==> config.mk <==
export PLATFORM = sky130hd
export DESIGN_NAME = pin_request_top
export DESIGN_NICKNAME = d
export VERILOG_FILES = /design/src/pin_request_pkg.sv /design/src/pin_config_if.sv /design/src/pin_event_detect.sv /design/src/pin_request_top.sv
export SDC_FILE = /design/constraint.sdc
export NUM_CORES = 1
export LEC_CHECK = 0
export CAP_MARGIN = 20
export CORE_MARGIN = 8
export CORE_UTILIZATION = 65
export CTS_BUF_LIST = sky130_fd_sc_hd__clkbuf_8
export CTS_CLUSTER_DIAMETER = 200
export DETAILED_ROUTE_END_ITERATION = 7
export DONT_BUFFER_PORTS = 1
export GPL_ROUTABILITY_DRIVEN = 0
export PLACE_DENSITY = 0.81
export SLEW_MARGIN = 20
export SYNTH_ARGS = -nofsm -noshare
export SYNTH_HDL_FRONTEND = slang
export SYNTH_HIERARCHICAL = 1
export SYNTH_SLANG_ARGS = --single-unit
==> constraint.sdc <==
create_clock -name mclk_i -period 3 [get_ports mclk_i]
set_clock_uncertainty 0.2 [all_clocks]
set_input_delay 0.15 -clock mclk_i [delete_from_list [all_inputs] [get_ports mclk_i]]
set_output_delay 0.15 -clock mclk_i [all_outputs]
set_load 0.02 [all_outputs]
==> src/pin_request_pkg.sv <==
// Package of constants and types for the external pin interrupt request block
//
// Notes on behaviour
// - With the pin enabled, the pull-disable bit switches the internal pull device off.
// - Polarity bit 0 picks falling edges or low levels; 1 picks rising or high.
// - Enabled pin looking for rising edges gets a pull-down.
// - Enabled pin looking for falling edges gets a pull-up.
// - Pin enable bit turns the request pin function on or off.
// - Read-only flag is set by each qualifying event, zero when nothing pends.
// - Writing one to the acknowledge bit clears the flag, level mode permitting.
// - Writing zero to acknowledge does nothing; the bit always reads zero.
// - In edge-and-level mode acknowledge cannot clear while the pin stays asserted.
// - Interrupt enable passes the flag to the processor request; otherwise software polls.
// - Mode bit zero detects selected edges only, ignoring static levels.
// - Mode bit one detects selected edge plus the matching level.
package pin_request_pkg;

    ////////////////////////////////////////////////////////////////////////////
    // Bus geometry
    localparam int unsigned ADDR_W = 4;
    localparam int unsigned DATA_W = 32;

    // Register byte offsets
    localparam logic [ADDR_W-1:0] STATUS_CONTROL_OFFSET = 4'h0;

    // Field positions within the status and control register
    localparam int unsigned MODE_BIT     = 0;
    localparam int unsigned IE_BIT       = 1;
    localparam int unsigned ACK_BIT      = 2;
    localparam int unsigned FLAG_BIT     = 3;
    localparam int unsigned PIN_EN_BIT   = 4;
    localparam int unsigned POLARITY_BIT = 5;
    localparam int unsigned PULL_DIS_BIT = 6;

    // Values after reset
    localparam logic RESET_CONTROL_BIT = 1'b0;
    localparam logic RESET_FLAG        = 1'b0;
    localparam logic [2:0] RESET_SYNC  = 3'h7;

    // Value read from an unmapped address
    localparam logic [DATA_W-1:0] UNMAPPED_READ = 32'h0000_0000;

    // Bus slave answer states
    typedef enum logic [0:0] {
        BUS_IDLE,
        BUS_DONE
    } bus_state_t;

endpackage : pin_request_pkg

==> src/pin_config_if.sv <==
// Interface carrying the configuration bits from the register file to the detector
`timescale 1ns/10ps
`default_nettype none
interface pin_config_if;
    logic pin_enable;
    logic polarity;
    logic level_mode;
    logic ack_pulse;
    logic flag;
    logic pin_asserted;

    modport regs (output pin_enable, output polarity, output level_mode, output ack_pulse,
                  input flag, input pin_asserted);
    modport detect (input pin_enable, input polarity, input level_mode, input ack_pulse,
                    output flag, output pin_asserted);
endinterface : pin_config_if
`default_nettype wire

==> src/pin_event_detect.sv <==
// Synchroniser, edge and level detector and event flag for the request pin
`timescale 1ns/10ps
`default_nettype none
module pin_event_detect
    import pin_request_pkg::*;
(
    // Clock and reset
    input  wire logic   mclk_i,
    input  wire logic   reset_n_i,
    // Raw pin
    input  wire logic   pin_i,
    // Configuration and status
    pin_config_if.detect cfg
);
    import pin_request_pkg::*;

    logic [2:0] sync;
    logic       asserted_now;
    logic       asserted_prev;
    logic       edge_event;
    logic       level_event;
    logic       set_flag;

    ////////////////////////////////////////////////////////////////////////////
    // Three stage synchroniser; stage 0 is read only by stage 1
    always_ff @(posedge mclk_i or negedge reset_n_i) begin
        if (!reset_n_i) begin
            sync <= RESET_SYNC;
        end else begin
            sync <= {sync[1:0], pin_i};
        end
    end

    // Pin level in asserted sense, taken only when the last two stages agree
    always_ff @(posedge mclk_i or negedge reset_n_i) begin
        if (!reset_n_i) begin
            asserted_now  <= 1'b0;
            asserted_prev <= 1'b0;
        end else begin
            if (sync[2] == sync[1]) begin
                asserted_now <= sync[2] ~^ cfg.polarity;
            end
            asserted_prev <= asserted_now;
        end
    end

    ////////////////////////////////////////////////////////////////////////////
    // Qualified events; a disabled pin raises nothing
    assign edge_event  = cfg.pin_enable && asserted_now && !asserted_prev;
    assign level_event = cfg.pin_enable && cfg.level_mode && asserted_now;
    assign set_flag    = edge_event || level_event;
    assign cfg.pin_asserted = asserted_now;

    // Event flag; a set in the clearing cycle wins, which also holds it in level mode
    always_ff @(posedge mclk_i or negedge reset_n_i) begin
        if (!reset_n_i) begin
            cfg.flag <= RESET_FLAG;
        end else if (set_flag) begin
            cfg.flag <= 1'b1;
        end else if (cfg.ack_pulse) begin
            cfg.flag <= 1'b0;
        end
    end

endmodule : pin_event_detect
`default_nettype wire

==> src/pin_request_top.sv <==
// Top of the external pin interrupt request block with its Avalon-MM register slave
`timescale 1ns/10ps
`default_nettype none
module pin_request_top
    import pin_request_pkg::*;
(
    // Clock and reset
    input  wire logic                                mclk_i,
    input  wire logic                                reset_n_i,
    // Avalon-MM slave
    input  wire logic [pin_request_pkg::ADDR_W-1:0]  avs_address_i,
    input  wire logic                                avs_read_i,
    input  wire logic                                avs_write_i,
    input  wire logic [pin_request_pkg::DATA_W-1:0]  avs_writedata_i,
    input  wire logic [3:0]                          avs_byteenable_i,
    output logic [pin_request_pkg::DATA_W-1:0]       avs_readdata_o,
    output logic                                     avs_waitrequest_o,
    // Request pin and its pull devices
    input  wire logic                                request_pin_i,
    output logic                                     pull_up_en_o,
    output logic                                     pull_down_en_o,
    // Processor interrupt request
    output logic                                     cpu_request_o
);
    import pin_request_pkg::*;

    pin_config_if cfg ();

    bus_state_t bus_state;
    logic       pull_device_disable;
    logic       edge_polarity_select;
    logic       request_pin_enable;
    logic       request_interrupt_enable;
    logic       detection_mode_select;
    logic       access;
    logic       hit;
    logic       wr_low;
    logic [7:0] status_byte;

    ////////////////////////////////////////////////////////////////////////////
    // Bus decode; waitrequest drops for one cycle after a request is seen
    assign access            = avs_read_i || avs_write_i;
    assign hit               = avs_address_i == STATUS_CONTROL_OFFSET;
    assign avs_waitrequest_o = access && (bus_state == BUS_IDLE);
    assign wr_low            = avs_write_i && !avs_waitrequest_o && hit && avs_byteenable_i[0];

    // Answer sequencer; one wait cycle gives time for registered read data
    always_ff @(posedge mclk_i or negedge reset_n_i) begin
        if (!reset_n_i) begin
            bus_state <= BUS_IDLE;
        end else begin
            unique case (bus_state)
                BUS_IDLE: begin
                    if (access) begin
                        bus_state <= BUS_DONE;
                    end
                end
                BUS_DONE: begin
                    bus_state <= BUS_IDLE;
                end
            endcase
        end
    end

    ////////////////////////////////////////////////////////////////////////////
    // Control bits written by software; only byte lane 0 carries the register
    always_ff @(posedge mclk_i or negedge reset_n_i) begin
        if (!reset_n_i) begin
            pull_device_disable      <= RESET_CONTROL_BIT;
            edge_polarity_select     <= RESET_CONTROL_BIT;
            request_pin_enable       <= RESET_CONTROL_BIT;
            request_interrupt_enable <= RESET_CONTROL_BIT;
            detection_mode_select    <= RESET_CONTROL_BIT;
        end else if (wr_low) begin
            pull_device_disable      <= avs_writedata_i[PULL_DIS_BIT];
            edge_polarity_select     <= avs_writedata_i[POLARITY_BIT];
            request_pin_enable       <= avs_writedata_i[PIN_EN_BIT];
            request_interrupt_enable <= avs_writedata_i[IE_BIT];
            detection_mode_select    <= avs_writedata_i[MODE_BIT];
        end
    end

    // Acknowledge is a pulse only when a one is written; a zero does nothing
    assign cfg.ack_pulse  = wr_low && avs_writedata_i[ACK_BIT];
    assign cfg.pin_enable = request_pin_enable;
    assign cfg.polarity   = edge_polarity_select;
    assign cfg.level_mode = detection_mode_select;

    ////////////////////////////////////////////////////////////////////////////
    // Read image; acknowledge and bit 7 always read zero
    always_comb begin
        status_byte               = 8'h00;
        status_byte[PULL_DIS_BIT] = pull_device_disable;
        status_byte[POLARITY_BIT] = edge_polarity_select;
        status_byte[PIN_EN_BIT]   = request_pin_enable;
        status_byte[FLAG_BIT]     = cfg.flag;
        status_byte[ACK_BIT]      = 1'b0;
        status_byte[IE_BIT]       = request_interrupt_enable;
        status_byte[MODE_BIT]     = detection_mode_select;
    end

    // Read data registered in the wait cycle so it stands at the answer edge
    always_ff @(posedge mclk_i or negedge reset_n_i) begin
        if (!reset_n_i) begin
            avs_readdata_o <= UNMAPPED_READ;
        end else if (avs_read_i && bus_state == BUS_IDLE) begin
            avs_readdata_o <= hit ? {24'h00_0000, status_byte} : UNMAPPED_READ;
        end
    end

    ////////////////////////////////////////////////////////////////////////////
    // Pull device: pull-down when looking for rising, pull-up for falling
    always_ff @(posedge mclk_i or negedge reset_n_i) begin
        if (!reset_n_i) begin
            pull_up_en_o   <= 1'b0;
            pull_down_en_o <= 1'b0;
        end else begin
            pull_up_en_o   <= request_pin_enable && !pull_device_disable && !edge_polarity_select;
            pull_down_en_o <= request_pin_enable && !pull_device_disable && edge_polarity_select;
        end
    end

    // Processor request follows the flag while enabled
    always_ff @(posedge mclk_i or negedge reset_n_i) begin
        if (!reset_n_i) begin
            cpu_request_o <= 1'b0;
        end else begin
            cpu_request_o <= request_interrupt_enable && cfg.flag;
        end
    end

    ////////////////////////////////////////////////////////////////////////////
    // Detector for the pin
    pin_event_detect u_detect (
        .mclk_i    (mclk_i),
        .reset_n_i (reset_n_i),
        .pin_i     (request_pin_i),
        .cfg       (cfg.detect)
    );

endmodule : pin_request_top
`default_nettype wire

==> impl_metrics.yaml <==
global_routing:
  grt_pass1_wl_um: 3210
  grtUsageTotal_pct: 12.6
  grt_max_degree: 22
  antenna_found_initial: 0
  grt_overflow: 0
  grt_pass1_vias: 677
yosys:
  seq_area_frac_synth_pct: 51.8
  synth-seq-cells: 21
  synth_cells: 91
  yosysUniqueCellTypes: 22
  post-synth-top-area-cell: "dfrtp_1"
  async_flop_share_pct: 100
  synth_top_area_share_pct: 44.1
  netlist_area_um2: 1020
  synth_common_cells: "buf_4, dfrtp_1, nand2_1, o21ai_0, mux2_4"
  syn_area_per_cell_um2: 11.2
  ys_warn_count: 6
  synth_edf_count: 0
  ys.flop_type: "dfrtp_1"
  synth_area_leaders: "dfrtp_1, buf_4, dfstp_2"
  synth_most_common_cell: "buf_4"
critical_path:
  critPathLaunchType: "input pin"
  cp_data_arrival_time_ps: 1790
  required_ps: 2980
  path_max_fanout: 6
  path_class: "input pin to flop"
  endpoint_kind: "flop"
  reg2regPathDepth: 2
power_and_ir_drop:
  p_per_area_nw_per_um2: 551
  p_total_uw: 601
  p_leak_uw: 0.000537
  irDropWorstVdd_uv: 356
finish:
  final_cells: 120
  multiInputGateArea_um2: 364
  seqCellArea_um2: 529
  diodes: 0
  nNetsFinal: 150
  final_util_pct: 73.2
  layout-drive-gt1-share_pct: 12.5
  final_cell_area_um2: 1090
  n_fill_cell: 102
  area_growth_pct: 6.74
clocking:
  clk_pin_slew_ps: 70
  cts_tree: "done"
  cts_hold_repair.buffers: 12
  cts.sink_count: 21
  cts_buffer_depth: 2
  cts_resized: 0
  cts.htree.levels: 1
  cts_root_buf: "clkbuf_8"
  clock_latency_ps: 260
  cts_buffers: 3
  cts_setup_buffers: 0
floorplanning:
  die_w_um: 55.6
  dieHeight_um: 55.6
  die_area_um2: 3090
  placementRows: 14
  coreArea_um2: 1490
  initial_core_util_pct: 68.6
  io_pins: 81
route:
  first_iter_violations: 6
  via_count: 596
  avgRoutedWirePerCell_um: 16.0
  dr.pass1.iters: 4
  vias_per_cell: 4.97
  drt-total-wl_um: 1920
  drc: 0
  drt.antenna.violating_nets: 0
worst_hold_path:
  hp-class: "input pin to flop"
  min_path_cells: 3
sta:
  fin_tns_setup_ps: 0
  max_clock_freq_mhz: 551
  period_share_pct: 60.5
  rsz0062_at_grt: "no"
  maxSlewHeadroom_pct: 39.3
  hold_viol_final: 0
  min_period_ps: 1810
  max_slew.worst_pin.slew_ps: 907
  setup_viol: 0
  slew_viol_final: 0
placed_design:
  place_area_um2: 925
  dpl.hpwl_um: 1450
  io_buffers: 0
  placedCellCount: 104
outcome:
  status: "completed"
flow_run:
  cap_violations: 0
cells in the final DEF, fill, tap and decap left out, drive strengths merged, types with 2 or more instances in the layout:
cell,Yosys,layout
o21ai,8,8
dlygate4sd3,0,12
inv,3,4
and2,2,2
conb,1,26
dfstp,3,3
nor2,2,2
clkbuf,1,3
nand2,13,13
dfrtp,18,18
mux2,6,6
kinds of logic after synthesis:
| kind of cell | Yosys count | synth area share [%] |
|---|---|---|
| other | 1 | 0.367 |
| DFF | 21 | 51.8 |
| muxes | 7 | 9.44 |
| buffers and inverters | 31 | 21.7 |
| and+or+nand+nor | 22 | 12.0 |
| AOI/OAI and AO/OA | 9 | 4.66 |
power breakdown:
group          total [uW]  internal [uW]  switching, uW
Combinational        86.8           32.3           54.5
Clock                 175           91.0           83.8
Sequential            339            310           28.9
path summary, 6_finish.rpt:
check	start	end	slack [ps]
max reg2reg	bus_state$_DFF_PN0_	pull_device_disable$_DFFE_PN0P_	1560
min	avs_read_i	avs_readdata_o[3]$_DFFE_PN0P_	120
max in group asynchronous	reset_n_i	pull_up_en_o$_DFF_PN0_	1780
min reg2reg	u_detect/sync[0]$_DFF_PN1_	u_detect/sync[1]$_DFF_PN1_	160
min in group asynchronous	reset_n_i	avs_readdata_o[6]$_DFFE_PN0P_	270
max	avs_address_i[0]	avs_readdata_o[4]$_DFFE_PN0P_	1190
area by class of cell:
type                            count  area share [%]
Clock buffer                        3            3.79
Clock inverter                      1           0.344
Multi-Input combinational cell     64            33.4
Tap cell                           16            1.84
Timing Repair Buffer               12            11.0
Sequential cell                    21            48.6
Inverter                            3            1.03
metal layers:
layer,vias up,track usage (%),part of all wire (%)
li1,266,-,-
met3,2,8.22,13
met4,0,4.23,1.1
met2,37,21.5,49
met5,-,0,0
met1,291,11.9,37
per-stage QoR:
stage                     setup slack [ps]  hold WS, ps
after global routing                  1040          168
after global placement                1350         -345
after detailed placement              1300         -345
final                                 1190          118
after floorplan                       1500         -346
after CTS                             1170          117
sequential cells by signal, indices dropped and copies added (netlist names):
name,flops
avs_readdata_o,6
bus_state,1
cfg.level_mode,1
cfg.pin_enable,1
cfg.polarity,1
cpu_request_o,1
pull_device_disable,1
pull_down_en_o,1
pull_up_en_o,1
request_interrupt_enable,1
u_detect/asserted_prev,1
u_detect/cfg.flag,1
u_detect/cfg.pin_asserted,1
u_detect/sync,3
critical path: stages:
cell and delay [ps]:
dlygate4sd3_1 570, nor4_4 150, dlygate4sd3_1 700, nand2_1 90
o21ai_0 140
Power figures use the tool's default switching activity.
